$ cat config.mk
export PLATFORM = sky130hd
export DESIGN_NAME = ivl_vector_lookup
export DESIGN_NICKNAME = d
export VERILOG_FILES = /design/src/ivl_pkg.sv /design/src/ivl_vector_lookup.sv
export VERILOG_INCLUDE_DIRS = /design/src
export SDC_FILE = /design/constraint.sdc
export NUM_CORES = 1
export LEC_CHECK = 0
export BUFFER_PORTS_ARGS = -buffer_cell sky130_fd_sc_hd__buf_4
export CAP_MARGIN = 15
export CORE_MARGIN = 4
export CORE_UTILIZATION = 50
export CTS_CLUSTER_DIAMETER = 150
export CTS_CLUSTER_SIZE = 10
export DETAILED_ROUTE_END_ITERATION = 8
export PLACE_DENSITY = 0.72
export SLEW_MARGIN = 20
export SYNTH_ARGS = -nofsm -noshare
export SYNTH_HDL_FRONTEND = slang
export SYNTH_SLANG_ARGS = --single-unit
$ cat constraint.sdc
create_clock -name sys_clk -period 6.64 [get_ports sys_clk]
set_input_delay 0.996 -clock sys_clk [delete_from_list [all_inputs] [get_ports sys_clk]]
set_output_delay 0.996 -clock sys_clk [all_outputs]
set_load 0.02 [all_outputs]
$ cat src/ivl_defines.svh
`ifndef IVL_DEFINES_SVH
`define IVL_DEFINES_SVH
`define IVL_SLOT_BYTES 20'h00004
`define IVL_FIX_UND 20'h0FFDC
`define IVL_FIX_OVF 20'h0FFE0
`define IVL_FIX_BRK 20'h0FFE4
`define IVL_FIX_BRK_PROBE 20'h0FFE6
`define IVL_FIX_AMATCH 20'h0FFE8
`define IVL_FIX_STEP 20'h0FFEC
`define IVL_FIX_SPECIAL 20'h0FFF0
`define IVL_FIX_ABREAK 20'h0FFF4
`define IVL_FIX_RESET 20'h0FFFC
`define IVL_BRK_RELOC_MARK 8'hFF
`define IVL_SWI_BRK 6'h00
`define IVL_SWI_SHARED_SER 6'h0F
`define IVL_SWI_SSU 6'h0F
`define IVL_SWI_IIC 6'h0F
`define IVL_RELOC_SPAN 20'h00100
`endif

$ cat src/ivl_pkg.sv
package ivl_pkg;
  typedef enum logic [3:0] {
    IVL_SRC_UND, IVL_SRC_OVF, IVL_SRC_BRK, IVL_SRC_AMATCH, IVL_SRC_STEP,
    IVL_SRC_SPECIAL, IVL_SRC_ABREAK, IVL_SRC_RESET, IVL_SRC_SWI,
    IVL_SRC_PERIPH
  } ivl_src_t;
  typedef enum {IVL_IDLE, IVL_PROBE, IVL_FETCH, IVL_DONE} ivl_state_t;
endpackage : ivl_pkg

$ cat src/ivl_vector_lookup.sv
`timescale 1ns/1ps
`include "ivl_defines.svh"
// Operation
// - each vector is four bytes long
// - acknowledged request not refused loads pc from vector
// - fixed table sits at 0FFDCh..0FFFFh
// - fixed slots in documented ascending order
// - four special sources share 0FFF0h slot
// - break byte FFh at 0FFE6h relocates
// - fixed high bytes feed id check
// - relocatable table spans 256 bytes
// - slot at base plus four times number
// - slot offset added to table base
// - break and software slots ignore enable
// - slot 15 shared, select bit picks owner
module ivl_vector_lookup
  import ivl_pkg::*;
(
  input wire logic sys_clk,
  input wire logic rstn,
  input wire logic ack_valid,
  input wire ivl_src_t ack_src,
  input wire logic [5:0] ack_swi_num,
  input wire logic ack_ser_is_iic,
  input wire logic irq_enable,
  input wire logic [19:0] vector_table_base,
  input wire logic serial_unit_source_select,
  output logic busy,
  output logic mem_rd,
  output logic [19:0] mem_addr,
  input wire logic [7:0] mem_rdata,
  output logic pc_load,
  output logic [19:0] pc_value,
  output logic id_byte_valid,
  output logic [7:0] id_byte,
  output logic ack_refused
);
  // ---------------------------------------------------------------
  // slot address selection
  // ---------------------------------------------------------------
  logic [19:0] fix_addr;
  logic sel_reloc;
  logic swi_reserved;
  logic ser_mismatch;
  logic refuse;
  always_comb
  begin
    fix_addr = `IVL_FIX_RESET;
    sel_reloc = 1'b0;
    case (ack_src)
      IVL_SRC_UND: fix_addr = `IVL_FIX_UND;
      IVL_SRC_OVF: fix_addr = `IVL_FIX_OVF;
      IVL_SRC_BRK: fix_addr = `IVL_FIX_BRK;
      IVL_SRC_AMATCH: fix_addr = `IVL_FIX_AMATCH;
      IVL_SRC_STEP: fix_addr = `IVL_FIX_STEP;
      IVL_SRC_SPECIAL: fix_addr = `IVL_FIX_SPECIAL;
      IVL_SRC_ABREAK: fix_addr = `IVL_FIX_ABREAK;
      IVL_SRC_RESET: fix_addr = `IVL_FIX_RESET;
      IVL_SRC_SWI: sel_reloc = 1'b1;
      IVL_SRC_PERIPH: sel_reloc = 1'b1;
      default: fix_addr = `IVL_FIX_RESET;
    endcase
  end
  // reserved numbers 2..6, 16, 23, 27, 28, 31, 42..49, 52..55
  always_comb
  begin
    swi_reserved = (ack_swi_num >= 6'd2 && ack_swi_num <= 6'd6)
      || ack_swi_num == 6'd16 || ack_swi_num == 6'd23
      || ack_swi_num == 6'd27 || ack_swi_num == 6'd28
      || ack_swi_num == 6'd31
      || (ack_swi_num >= 6'd42 && ack_swi_num <= 6'd49)
      || (ack_swi_num >= 6'd52 && ack_swi_num <= 6'd55);
    ser_mismatch = ack_swi_num == `IVL_SWI_SHARED_SER
      && ack_ser_is_iic != serial_unit_source_select;
    // peripherals need enable and a live slot; break/swi do not
    refuse = ack_src == IVL_SRC_PERIPH
      && (swi_reserved || ser_mismatch || !irq_enable);
  end
  // ---------------------------------------------------------------
  // fetch sequencer
  // ---------------------------------------------------------------
  ivl_state_t st_r, st_nxt;
  logic [19:0] addr_r, addr_nxt;
  logic [1:0] idx_r, idx_nxt;
  logic [19:0] acc_r, acc_nxt;
  logic fixed_r, fixed_nxt;
  logic [19:0] pc_r, pc_nxt;
  logic pcl_r, pcl_nxt;
  logic [7:0] idb_r, idb_nxt;
  logic idv_r, idv_nxt;
  logic ref_r, ref_nxt;
  always_comb
  begin
    st_nxt = st_r;
    addr_nxt = addr_r;
    idx_nxt = idx_r;
    acc_nxt = acc_r;
    fixed_nxt = fixed_r;
    pc_nxt = pc_r;
    pcl_nxt = 1'b0;
    idb_nxt = idb_r;
    idv_nxt = 1'b0;
    ref_nxt = 1'b0;
    case (st_r)
      IVL_IDLE:
      begin
        if (ack_valid && refuse)
          ref_nxt = 1'b1;
        else if (ack_valid)
        begin
          idx_nxt = 2'd0;
          acc_nxt = 20'h00000;
          fixed_nxt = !sel_reloc;
          if (sel_reloc)
            addr_nxt = vector_table_base
              + {12'h000, ack_swi_num, 2'b00};
          else
            addr_nxt = fix_addr;
          if (ack_src == IVL_SRC_BRK)
            st_nxt = IVL_PROBE;
          else
            st_nxt = IVL_FETCH;
        end
      end
      IVL_PROBE:
      begin
        // mark byte read decides fixed vs relocated break vector
        if (mem_rdata == `IVL_BRK_RELOC_MARK)
        begin
          addr_nxt = vector_table_base
            + {12'h000, `IVL_SWI_BRK, 2'b00};
          fixed_nxt = 1'b0;
        end
        st_nxt = IVL_FETCH;
      end
      IVL_FETCH:
      begin
        acc_nxt = acc_r;
        case (idx_r)
          2'd0: acc_nxt[7:0] = mem_rdata;
          2'd1: acc_nxt[15:8] = mem_rdata;
          2'd2: acc_nxt[19:16] = mem_rdata[3:0];
          default: acc_nxt = acc_r;
        endcase
        if (idx_r == 2'd3)
        begin
          idb_nxt = mem_rdata;
          idv_nxt = fixed_r;
          st_nxt = IVL_DONE;
        end
        idx_nxt = 2'(idx_r + 2'd1);
      end
      IVL_DONE:
      begin
        pc_nxt = acc_r;
        pcl_nxt = 1'b1;
        st_nxt = IVL_IDLE;
      end
      default: st_nxt = IVL_IDLE;
    endcase
  end
  always_ff @(posedge sys_clk or negedge rstn)
  begin
    if (!rstn)
    begin
      st_r <= IVL_IDLE;
      addr_r <= 20'h00000;
      idx_r <= 2'd0;
      acc_r <= 20'h00000;
      fixed_r <= 1'b0;
      pc_r <= 20'h00000;
      pcl_r <= 1'b0;
      idb_r <= 8'h00;
      idv_r <= 1'b0;
      ref_r <= 1'b0;
    end
    else
    begin
      st_r <= st_nxt;
      addr_r <= addr_nxt;
      idx_r <= idx_nxt;
      acc_r <= acc_nxt;
      fixed_r <= fixed_nxt;
      pc_r <= pc_nxt;
      pcl_r <= pcl_nxt;
      idb_r <= idb_nxt;
      idv_r <= idv_nxt;
      ref_r <= ref_nxt;
    end
  end
  // ---------------------------------------------------------------
  // outputs; memory is combinational read, data same cycle
  // ---------------------------------------------------------------
  assign busy = st_r != IVL_IDLE;
  assign mem_rd = st_r == IVL_PROBE || st_r == IVL_FETCH;
  assign mem_addr = st_r == IVL_PROBE ? `IVL_FIX_BRK_PROBE
    : 20'(addr_r + {18'h00000, idx_r});
  assign pc_load = pcl_r;
  assign pc_value = pc_r;
  assign id_byte = idb_r;
  assign id_byte_valid = idv_r;
  assign ack_refused = ref_r;
  // ---------------------------------------------------------------
  // checks
  // ---------------------------------------------------------------
  AST_RESET_SLOT: assert property (@(posedge sys_clk)
    disable iff (!rstn)
    ack_valid && !busy && ack_src == IVL_SRC_RESET |=> mem_addr == 20'h0FFFC)
    else $error("reset vector slot wrong");
  AST_SPECIAL_SLOT: assert property (@(posedge sys_clk)
    disable iff (!rstn)
    ack_valid && !busy && ack_src == IVL_SRC_SPECIAL
    |=> mem_addr == 20'h0FFF0)
    else $error("special vector slot wrong");
  AST_BRK_PROBE: assert property (@(posedge sys_clk)
    disable iff (!rstn)
    ack_valid && !busy && ack_src == IVL_SRC_BRK
    |=> mem_rd && mem_addr == 20'h0FFE6)
    else $error("break probe address wrong");
  AST_RELOC_ADDR: assert property (@(posedge sys_clk)
    disable iff (!rstn)
    ack_valid && !busy && ack_src == IVL_SRC_SWI
    |=> mem_addr
      == 20'($past(vector_table_base) + {$past(ack_swi_num), 2'b00}))
    else $error("relocatable slot address wrong");
  AST_FETCH_LEN: assert property (@(posedge sys_clk)
    disable iff (!rstn)
    ack_valid && !busy && ack_src == IVL_SRC_UND |=> mem_rd [*4] ##1 !mem_rd)
    else $error("vector fetch not four bytes");
  AST_BYTE_ORDER: assert property (@(posedge sys_clk)
    disable iff (!rstn)
    st_r == IVL_FETCH && idx_r != 2'd3
    |=> mem_addr == 20'($past(mem_addr) + 20'h00001))
    else $error("vector bytes not ascending");
  AST_PC_LOAD: assert property (@(posedge sys_clk)
    disable iff (!rstn)
    ack_valid && !busy && ack_src == IVL_SRC_OVF |=> ##5 pc_load)
    else $error("pc not loaded after fetch");
  AST_RESERVED: assert property (@(posedge sys_clk)
    disable iff (!rstn)
    ack_valid && !busy && ack_src == IVL_SRC_PERIPH && ack_swi_num == 6'd16
    |=> ack_refused && !busy)
    else $error("reserved slot selected");
  AST_SWI_NOMASK: assert property (@(posedge sys_clk)
    disable iff (!rstn)
    ack_valid && !busy && ack_src == IVL_SRC_SWI && !irq_enable |=> busy)
    else $error("software slot masked");
  AST_ID_BYTE: assert property (@(posedge sys_clk)
    disable iff (!rstn)
    id_byte_valid |-> $past(mem_addr[1:0]) == 2'b11
      && $past(mem_addr[19:8]) == 12'h0FF)
    else $error("id byte not fixed high byte");
endmodule : ivl_vector_lookup

Word-level counts from Yosys, hierarchy flattened
Index checks and enable logic that the tools add are counted.
- add/sub/neg operators: 3
- $lt $le $gt $ge: 6
- eq/ne operators: 31
- multiplexer cells: 31
- reduce and logical (&&, ||, !) cells: 32
- operators by type and width (kind ; count):
    $mux W20 ; 7
    $eq A32 B2 Y1 const B ; 3
    $mux W32 ; 3
    $pmux W32 S3 ; 1
    $pmux W20 S2 ; 2
    $pmux W6 S7 ; 1
    $eq A32 B1 Y1 const B ; 1
    $eq A32 B3 Y1 const B ; 1
    $logic_not A32 Y1 ; 1
    $reduce_bool A32 Y1 ; 1
    $eq A6 B5 Y1 const B ; 5
    $add A20 B2 Y20 ; 1
    $add A20 B8 Y20 ; 1
    $mux W8 ; 2
    $reduce_and A4 Y1 ; 4
    $eq A4 B3 Y1 const B ; 3
    $ge A6 B6 Y1 const B ; 2
    $le A6 B6 Y1 const B ; 2
    $logic_or A1 B1 Y1 ; 10
    $mux W1 ; 9
    $eq A4 B2 Y1 const B ; 2
    $eq A4 B4 Y1 const B ; 2
    $eq A8 B8 Y1 const B ; 1
    $ne A2 B2 Y1 const B ; 4
    other kinds (21) ; 34
- flip-flop bits (word level): 106
- bits of input ports: 44
- output and inout bits: 53

Longest topological paths before layout
Gate-level depths: netlist of run 1.
- depth after elaboration: 15
- mapped depth: 10

Worst setup path after synthesis of run 1
OpenSTA, ideal clock, no wires.
- path kind: reg2out
- start point: register idx_r[0]
- end point: output mem_addr[18]
- data arrival time: 2.359 ns
- data required time: 5.644 ns
- setup slack: 3.285 ns
- stages on the path, launching flop included: 8
- buffers on the path: 0
- cell sequence: dfrtp_1 > ha_1 > inv_1 > fa_1 > nor3b_1 > nand3_1 > or3_1 > a21oi_1
- longest elaborated chain between the ends: 2
- ends and longest elaborated chain (what ; line ; text):
    start, declared ; ivl_vector_lookup.sv:84 ; logic [1:0] idx_r, idx_nxt;
    start signal, assigned ; ivl_vector_lookup.sv:181 ; idx_r <= idx_nxt;
    $add A20 B2 Y20 ; ivl_vector_lookup.sv:197 ; : 20'(addr_r + {18'h00000, idx_r});
    $mux W20 ; ivl_vector_lookup.sv:196 ; assign mem_addr = st_r == IVL_PROBE ? `IVL_FIX_BRK_PROBE
    end, declared ; ivl_vector_lookup.sv:30 ; output logic [19:0] mem_addr,
No other way between the ends.

Worst setup path after layout of run 1
- start point: register idx_r[0]
- end point: output mem_addr[16]
Same word-level chain as after synthesis.

==> results.yml, run 1 <==
clocking:
  htree_num_levels: 3
  tritoncts: "built"
  clkLatencyLatePin_ns: 0.34
  postCtsHoldBufs: 0
  worst_setup_hold_path_clk_slew_ns: 0.07
  cts_inserted_buffers: 9
  cts_buffer_depth: 2
  post_cts_resized: 0
  cts_num_sinks: 76
  cts_root_buffer: "sky130_fd_sc_hd__clkbuf_8"
  postCtsSetupBuffers: 0
global_route:
  grt_util_all_layers_pct: 20.3
  first_global_vias: 3401
  grt_start_max_net_pins: 77
  first_pass_grt_wire_length_mm: 16.3
  gr-total-overflow: 0
  antenna_found_initial: 0
routing:
  routed-via-count: 3522
  wirelength_mm: 9.97
  first_iter_violations: 130
  drtPass1Iterations: 4
  vias_per_cell: 5.74
  wl_cell_um: 16.2
  route.detailed.drc: 0
  drt.antenna.violating_nets: 0
place:
  post-place-ws_ns: 3.07
  post-dp-hpwl_mm: 7.49
  port_buffers: 96
  post_dp_cell_area_um2: 5100
  gp_routability_congestion: 0.905
synth:
  synthArstFlopShare_pct: 100
  synth_simple_gate_area_share_pct: 13.6
  synthDistinctLibCells: 53
  synth.net_count: 471
  yosys_most_used_dff: "sky130_fd_sc_hd__dfrtp_1"
  post_synth.cell_area_avg_um2: 10.5
  synth_compound_gate_area_share_pct: 18.6
  postSynthRegisterBits: 76
  synth_area_in_xor_xnor_pct: 4.90
  number_of_enable_flip_flop_cells_after_synthesis: 0
  postSynthCellCount: 409
  synth.cell_area_um2: 4290
  synth_top_family_by_area: "compound AO/OA/AOI/OAI gates"
  yosys.area_share.adder_pct: 5.60
  synth_mux_area_share_pct: 9.94
  synth.yosys.warnings: 0
  synth_seq_area_share_pct: 44.3
setup_path:
  end_kind: "output port"
  cpPeakStageDelay_ns: 0.47
  crit_path_top_delay_cell: "sky130_fd_sc_hd__nor3b_1"
  worst-endpoint-arrival_ns: 2.91
  critical_path_peak_fanout: 8
  required_arrival_time_at_the_worst_endpoint_ns: 5.64
  setup.worst_path.start: "idx_r[0]"
  critical_path.endpoint: "mem_addr[16]"
  regToRegStartpoint: "st_r[1]"
  cp_cell_sequence: "ha_1 -> inv_1 -> fa_1 -> nor3b_1 -> nand3_1 -> or3_1 -> a21oi_1 -> buf_4"
  worst-r2r-cell-count: 7
  worst_r2r_endpoint: "addr_r[1]"
  worstSetupStartpointType: "flop"
  path_class: "reg -> out"
  rrSetupSlack_ns: 4.11
floorplan:
  dieArea_um2: 10100
  io_pins: 97
  die_y_um: 101
  core_region_area_um2: 8300
  initial_utilization_pct: 51.7
  row_count: 33
  die_w_um: 101
timing:
  postLayoutSetupSlackWorst_ns: 2.74
  timing.final.setup_violations: 0
  grt_setup_unrepaired: "false"
  timing.final.crit_period_ns: 3.90
  report.final.slew_viol_count: 0
  fin_setup_tns_ns: 0
  timing.max_slew.rel_slack_pct: 31.5
  fin_skew_ns: 0.00644
  finalHoldViolCount: 0
  post-route-period-util_pct: 58.8
  worst-slew-pin-transition_ns: 1.03
  fmax_ghz: 0.256
layout:
  design.final.nets: 567
  syn2layout_area_growth_pct: 24.3
  layout-drive-gt1-share_pct: 30.3
  post-route-cell-area_um2: 5340
  n_antenna_cell: 0
  num-fill-cells: 688
outcome:
  outcome: "finished, final reports clean"
power_and_ir_drop:
  cellLeakagePower_uw: 0.00247
  vdd_ir_drop_max_v: 0.000179
  p_per_area_nw_per_um2: 429
hold_path:
  hold_path_class: "reg -> reg"
run:
  drv_cap: 0
-- worst max-delay path: cells and delay by family, from the launching register on --
family,cells,cell delay [ns]
buffers and inverters,2,0.21
and+or+nand+nor,3,1.18
AOI/OAI and AO/OA,1,0.15
adders and majority gates,2,0.61
DFF,1,0.43
-- cells in the mapped netlist (3+ instances only) --
master	instances	area share [%]
sky130_fd_sc_hd__or3_1	6	0.87
sky130_fd_sc_hd__a211oi_2	3	0.87
sky130_fd_sc_hd__ha_1	16	4.7
sky130_fd_sc_hd__mux2_2	35	9.2
sky130_fd_sc_hd__inv_1	21	1.8
sky130_fd_sc_hd__dfrtp_1	76	44
sky130_fd_sc_hd__a22o_1	24	4.9
sky130_fd_sc_hd__buf_2	3	0.35
sky130_fd_sc_hd__xor2_1	11	2.2
sky130_fd_sc_hd__a2bb2oi_1	8	1.6
sky130_fd_sc_hd__clkbuf_1	8	0.70
sky130_fd_sc_hd__nand4_1	7	1.0
sky130_fd_sc_hd__nor2_1	22	1.9
sky130_fd_sc_hd__o21ai_0	19	2.2
sky130_fd_sc_hd__nand3_1	14	1.6
sky130_fd_sc_hd__nand2_1	26	2.3
sky130_fd_sc_hd__a21o_1	6	1.0
sky130_fd_sc_hd__nor2b_1	5	0.73
sky130_fd_sc_hd__nand2b_1	14	2.0
sky130_fd_sc_hd__and3_1	5	0.73
sky130_fd_sc_hd__nor3_1	5	0.58
sky130_fd_sc_hd__a32o_1	4	0.93
sky130_fd_sc_hd__a21oi_1	16	1.9
sky130_fd_sc_hd__xnor2_1	13	2.7
-- power breakdown --
part	internal (µW)	switching [µW]	total, µW
Combinational	520	584	1100
Clock	249	171	420
Sequential	646	120	767
-- placed cells by master, fill, tap and decap left out, types with 6 or more instances in the layout --
cell / count
sky130_fd_sc_hd__a22o_1: 24
sky130_fd_sc_hd__xnor2_1: 13
sky130_fd_sc_hd__buf_4: 97
sky130_fd_sc_hd__mux2_2: 35
sky130_fd_sc_hd__a21oi_1: 16
sky130_fd_sc_hd__nor2_1: 22
sky130_fd_sc_hd__o21ai_0: 19
sky130_fd_sc_hd__xor2_1: 11
sky130_fd_sc_hd__a21o_1: 6
sky130_fd_sc_hd__nand4_1: 7
sky130_fd_sc_hd__clkbuf_8: 9
sky130_fd_sc_hd__nand2b_1: 14
sky130_fd_sc_hd__nand3_1: 14
sky130_fd_sc_hd__dfrtp_1: 76
sky130_fd_sc_hd__or3_1: 6
sky130_fd_sc_hd__a2bb2oi_1: 8
sky130_fd_sc_hd__inv_1: 21
sky130_fd_sc_hd__nand2_1: 26
sky130_fd_sc_hd__ha_1: 16
-- layer usage --
layer	routed length [µm]	global-route usage, %
met1	4560	27.8
met3	608	3.46
met4	147	6.53
met2	4650	33.0
met5	0	0
-- registers in the layout, indices dropped and copies added, names as in the netlist --
register and count:
idx_r 2, fixed_r 1, acc_r 20, ack_refused 1
pc_load 1, st_r 2, pc_value 20, id_byte_valid 1
addr_r 20, id_byte 8
-- kinds of logic after synthesis --
group / count (synthesis)
adder cells (fa/ha/maj): 18
flip-flops: 76
AND/OR/NAND/NOR: 114
buffers and inverters: 33
multiplexers: 38
XOR/XNOR: 24
AO/OA/AOI/OAI: 106
-- how the worst min path moves through the flow --
stage | startpoint | to | slack, ns | cells after the start
final | acc_r[18] | acc_r[18] | 0.51 | 1
after global routing | acc_r[7] | acc_r[7] | 0.52 | 1
after CTS | acc_r[18] | acc_r[18] | 0.51 | 1
after detailed placement | acc_r[18] | acc_r[18] | 0.49 | 1
after global placement | acc_r[18] | acc_r[18] | 0.48 | 1
after floorplan | fixed_r | id_byte_valid | 0.46 | 2
-- cell type report --
cell class	count	area [µm²]	area share [%]
Tap cell	105	131	2.46
Clock inverter	6	113	2.11
Inverter	21	78.8	1.48
Clock buffer	9	124	2.32
Sequential cell	76	1900	35.6
Timing Repair Buffer	97	728	13.6
Multi-Input combinational cell	300	2260	42.3
-- stage by stage --
stage,instances,hold WS [ns],power (µW),util [%]
6_report,614,0.505,2290,64.3
3_3_place_gp,599,0.483,1860,61.4
2_1_floorplan,409,0.460,1490,-
5_1_grt,614,0.518,2440,64.3
4_1_cts,614,0.506,2310,64.3
3_5_place_dp,599,0.489,1890,61.4
No activity file was read; power rests on OpenSTA's default activity.
==> run 2, diff against run 1 <==
- clock period: 6.64 -> 4 ns (I/O delays scaled with it)
==> run 2 against run 1 <==
Sequential cell count unchanged. Register-to-register slack lost 2.7 ns. Sequential power grew 67%. Cell count increased by 0.16%.
==> results.yml, run 2 (synthesis gave the netlist of run 1 again) <==
timing:
  fmax_ghz: 0.284
  timing.max_slew.rel_slack_pct: 32.1
  timing.final.setup_violations: 0
  grt_setup_unrepaired: "false"
  post-route-period-util_pct: 88.1
  worst-slew-pin-transition_ns: 1.02
  fin_skew_ns: 0.00961
  finalHoldViolCount: 0
  fin_setup_tns_ns: 0
  report.final.slew_viol_count: 0
  timing.final.crit_period_ns: 3.52
clocking:
  cts_root_buffer: "sky130_fd_sc_hd__clkbuf_8"
  worst_setup_hold_path_clk_slew_ns: 0.08
  postCtsSetupBuffers: 0
  cts_num_sinks: 76
  htree_num_levels: 3
  tritoncts: "built"
  postCtsHoldBufs: 0
  post_cts_resized: 0
  cts_inserted_buffers: 9
  clkLatencyLatePin_ns: 0.35
  cts_buffer_depth: 2
layout:
  n_antenna_cell: 0
  design.final.nets: 567
  layout-drive-gt1-share_pct: 30.2
  layout.cells.most_common_list: "sky130_fd_sc_hd__buf_4 (97), sky130_fd_sc_hd__dfrtp_1 (76), sky130_fd_sc_hd__mux2_2 (35)"
  layout.cells.most_common: "sky130_fd_sc_hd__buf_4"
  syn2layout_area_growth_pct: 24.4
  num-fill-cells: 686
  final_instance_count_without_filler_cells: 615
power_and_ir_drop:
  p_per_area_nw_per_um2: 714
  p_comb_share_pct: 48.2
  cellLeakagePower_uw: 0.00247
  power_switching_share_pct: 38.2
  clock_power_share_pct: 18.3
  switchingPower_uw: 1460
  vdd_ir_drop_max_v: 0.000320
  seq_power_share_pct: 33.5
  internal_power_uw: 2350
floorplan:
  core_region_area_um2: 8300
  io_pins: 97
  die_y_um: 101
  dieArea_um2: 10100
  die_w_um: 101
  row_count: 33
  initial_utilization_pct: 51.7
routing:
  first_iter_violations: 115
  drt.antenna.violating_nets: 0
  wirelength_mm: 10.1
  routed-via-count: 3486
  wl_cell_um: 16.4
  vias_per_cell: 5.67
  route.detailed.drc: 0
  drtPass1Iterations: 4
setup_path:
  path_class: "reg -> out"
  critical-path-top-delay-family: "simple AND/OR/NAND/NOR gates"
  cp_num_buf_inv: 2
  worst-endpoint-arrival_ns: 2.92
  cp_cell_sequence: "ha_1 -> inv_1 -> fa_1 -> nor3b_1 -> nand3_1 -> or3_1 -> a21oi_1 -> buf_4"
  required_arrival_time_at_the_worst_endpoint_ns: 3.40
  critical_path_peak_fanout: 8
  crit_path_top_delay_cell: "sky130_fd_sc_hd__nor3b_1"
  cpPeakStageDelay_ns: 0.47
  worstSetupStartpointType: "flop"
  end_kind: "output port"
place:
  gp_routability_congestion: 0.918
  post-dp-hpwl_mm: 7.53
  port_buffers: 96
  placed_cells: 599
global_route:
  first_global_vias: 3399
  grt_start_max_net_pins: 77
  gr-total-overflow: 0
  antenna_found_initial: 0
  grt_util_all_layers_pct: 20.7
  first_pass_grt_wire_length_mm: 16.6
run:
  drv_cap: 0
outcome:
  outcome: "finished, final reports clean"
hold_path:
  hold_path_class: "in -> async"
==> run 2: area by class of cell <==
cell class	count	area [µm²]	share of cell area, %
clock buffer	10	128	2.39
clock inverter	6	113	2.11
sequential	76	1900	35.6
multi-input combinational	300	2260	42.3
tap	105	131	2.46
timing repair buffer	97	728	13.6
inverter	21	78.8	1.48
==> run 2: worst paths after layout <==
kind / from / cells past startpoint / slack [ns] / to
worst min register to register: acc_r[18] / 1 / 0.50 / acc_r[18]
worst max-delay path: idx_r[0] / 8 / 0.48 / mem_addr[16]
max in group asynchronous: rstn / 1 / 3.03 / idx_r[1]
min in group sys_clk: vector_table_base[0] / 2 / 0.49 / addr_r[0]
worst max register to register: st_r[1] / 6 / 1.41 / addr_r[1]
worst min-delay path: rstn / 1 / 0.36 / acc_r[14]
==> run 2: power by group through the flow <==
stage          sequential, µW  combinational, µW  clock, µW
2_1_floorplan            1420               1060          0
3_3_place_gp             1280               1820          0
3_5_place_dp             1290               1850          0
4_1_cts                  1280               1860        707
5_1_grt                  1320               2000        744
6_report                 1280               1840        698
==> run 2: stage by stage <==
stage / worst slack (ns) / hold slack, ns / instance area [µm²] / power (µW) / utilization, %
after floorplan: 1.04 / 0.304 / 4290 / 2470 / -
after global placement: 0.930 / 0.482 / 5100 / 3090 / 61.4
after detailed placement: 0.835 / 0.489 / 5100 / 3140 / 61.4
after CTS: 0.459 / 0.413 / 5340 / 3840 / 64.3
after global routing: 0.223 / 0.455 / 5340 / 4060 / 64.3
final: 0.478 / 0.360 / 5340 / 3810 / 64.3
==> run 2: metal layers <==
layer	GRT usage (%)	share of wire, %	wire (µm)	vias up
li1	-	-	-	1679
met1	29.1	45	4520	1682
met4	4.97	1.3	128	0
met2	33.1	47	4720	115
met3	4.15	6.9	697	10
met5	0	0	0	-
==> run 3, diff against run 2 <==
- REMOVE_ABC_BUFFERS: default -> 1
==> run 3 against run 2 <==
Clock skew grew 0.0022 ns. Sequential cell count is the same. Largest power group unchanged. Global-route usage shrank 0.38 points. Largest cell class unchanged.
==> results.yml, run 3 (synthesis gave the netlist of run 1 again) <==
outcome:
  outcome: "finished, final reports clean"
global_route:
  grt_util_all_layers_pct: 20.3
  first_pass_grt_wire_length_mm: 16.7
  first_global_vias: 3430
  antenna_found_initial: 0
  grt_start_max_net_pins: 77
  gr-total-overflow: 0
hold_path:
  hold_path_class: "in -> async"
floorplan:
  dieArea_um2: 10100
  row_count: 33
  io_pins: 97
  die_w_um: 101
  core_region_area_um2: 8300
  initial_utilization_pct: 51.7
  die_y_um: 101
clocking:
  postCtsHoldBufs: 0
  cts_inserted_buffers: 9
  worst_setup_hold_path_clk_slew_ns: 0.08
  htree_num_levels: 3
  cts_num_sinks: 76
  cts_buffer_depth: 2
  postCtsSetupBuffers: 0
  clkLatencyLatePin_ns: 0.35
  post_cts_resized: 0
  cts_root_buffer: "sky130_fd_sc_hd__clkbuf_8"
  tritoncts: "built"
routing:
  drt.antenna.violating_nets: 0
  wl_cell_um: 16.2
  vias_per_cell: 5.66
  first_iter_violations: 141
  wirelength_mm: 9.98
  drtPass1Iterations: 4
  routed-via-count: 3482
  route.detailed.drc: 0
power_and_ir_drop:
  p_per_area_nw_per_um2: 693
  cellLeakagePower_uw: 0.00244
  vdd_ir_drop_max_v: 0.000370
layout:
  n_antenna_cell: 0
  layout.cells.most_common_list: "sky130_fd_sc_hd__buf_4 (97), sky130_fd_sc_hd__dfrtp_1 (76), sky130_fd_sc_hd__mux2_2 (35)"
  multi_input_area_um2: 2260
  layout.cells.most_common: "sky130_fd_sc_hd__buf_4"
  design.final.nets: 567
  syn2layout_area_growth_pct: 23.0
  finalCoreUtilization_pct: 63.6
  sequential_cell_area_um2: 1900
  num-fill-cells: 689
  layout-drive-gt1-share_pct: 30.4
timing:
  worst-slew-pin-transition_ns: 1.02
  timing.final.setup_violations: 0
  grt_setup_unrepaired: "false"
  fmax_ghz: 0.280
  fin_skew_ns: 0.0119
  fin_setup_tns_ns: 0
  finalHoldViolCount: 0
  postLayoutSetupSlackWorst_ns: 0.426
  post-route-period-util_pct: 89.3
  report.final.slew_viol_count: 0
  timing.final.crit_period_ns: 3.57
  timing.max_slew.rel_slack_pct: 32.2
place:
  post-dp-hpwl_mm: 7.41
  gp_routability_congestion: 0.842
  post-place-ws_ns: 0.783
  port_buffers: 96
setup_path:
  worstSetupStartpointType: "flop"
  end_kind: "output port"
  critical_path_peak_fanout: 8
  crit_path_top_delay_cell: "sky130_fd_sc_hd__nor3b_1"
  worst-endpoint-arrival_ns: 2.97
  cpPeakStageDelay_ns: 0.46
  path_class: "reg -> out"
  cp_cell_sequence: "ha_1 -> inv_1 -> fa_1 -> nor3b_1 -> nand3_1 -> or3_1 -> a21oi_1 -> buf_4"
  required_arrival_time_at_the_worst_endpoint_ns: 3.40
run:
  drv_cap: 0
## run 3: worst max-delay path, delay by kind of cell, from the launching register on
kind            cells  cell delay [ns]
flops               1             0.43
compound gates      1             0.16
fa+ha+maj           2             0.63
buf+inv             2             0.23
simple gates        3             1.19
## run 3: layout make-up
cell class                 count  area share [%]
tap                          105            2.49
sequential                    76            36.0
timing repair buffer          97            13.8
clock inverter                 7            1.04
inverter                      21            1.49
multi-input combinational    300            42.8
clock buffer                   9            2.35
## run 3: report_power, final
| part | total [µW] | leakage (µW) | internal [µW] | switching (µW) |
|---|---|---|---|---|
| clock network | 538 | 0.0000870 | 233 | 305 |
| registers | 1270 | 0.000941 | 1070 | 201 |
| logic | 1850 | 0.00141 | 864 | 985 |
| total | 3660 | 0.00244 | 2170 | 1490 |
## run 3: worst paths after layout
| path | from | to | slack, ns | cells past startpoint |
|---|---|---|---|---|
| setup / recovery | idx_r[0] | mem_addr[16] | 0.43 | 8 |
| hold / removal | rstn | pc_load | 0.38 | 1 |
| setup reg to reg | st_r[1] | addr_r[4] | 1.35 | 6 |
| hold reg to reg | fixed_r | id_byte_valid | 0.50 | 2 |
| max in group asynchronous | rstn | addr_r[4] | 3.02 | 1 |
| min in group sys_clk | mem_rdata[5] | acc_r[13] | 0.49 | 2 |
## run 3: per-stage QoR
| stage | instance area [µm²] | std cells | hold slack, ns | total power, µW |
|---|---|---|---|---|
| 3_5_place_dp | 5100 | 599 | 0.489 | 3150 |
| 6_report | 5280 | 615 | 0.381 | 3660 |
| 3_3_place_gp | 5100 | 599 | 0.482 | 3090 |
| 5_1_grt | 5280 | 615 | 0.471 | 3920 |
| 2_1_floorplan | 4240 | 397 | 0.304 | 2450 |
| 4_1_cts | 5280 | 615 | 0.426 | 3700 |
## run 3: routing by layer
| layer | vias up | GRT usage [%] | part of all wire, % |
|---|---|---|---|
| met2 | 95 | 33.8 | 48 |
| met3 | 11 | 4.15 | 5.5 |
| met4 | 0 | 3.73 | 1.0 |
| met5 | - | 0 | 0 |
| met1 | 1689 | 27.8 | 46 |
| li1 | 1687 | - | - |
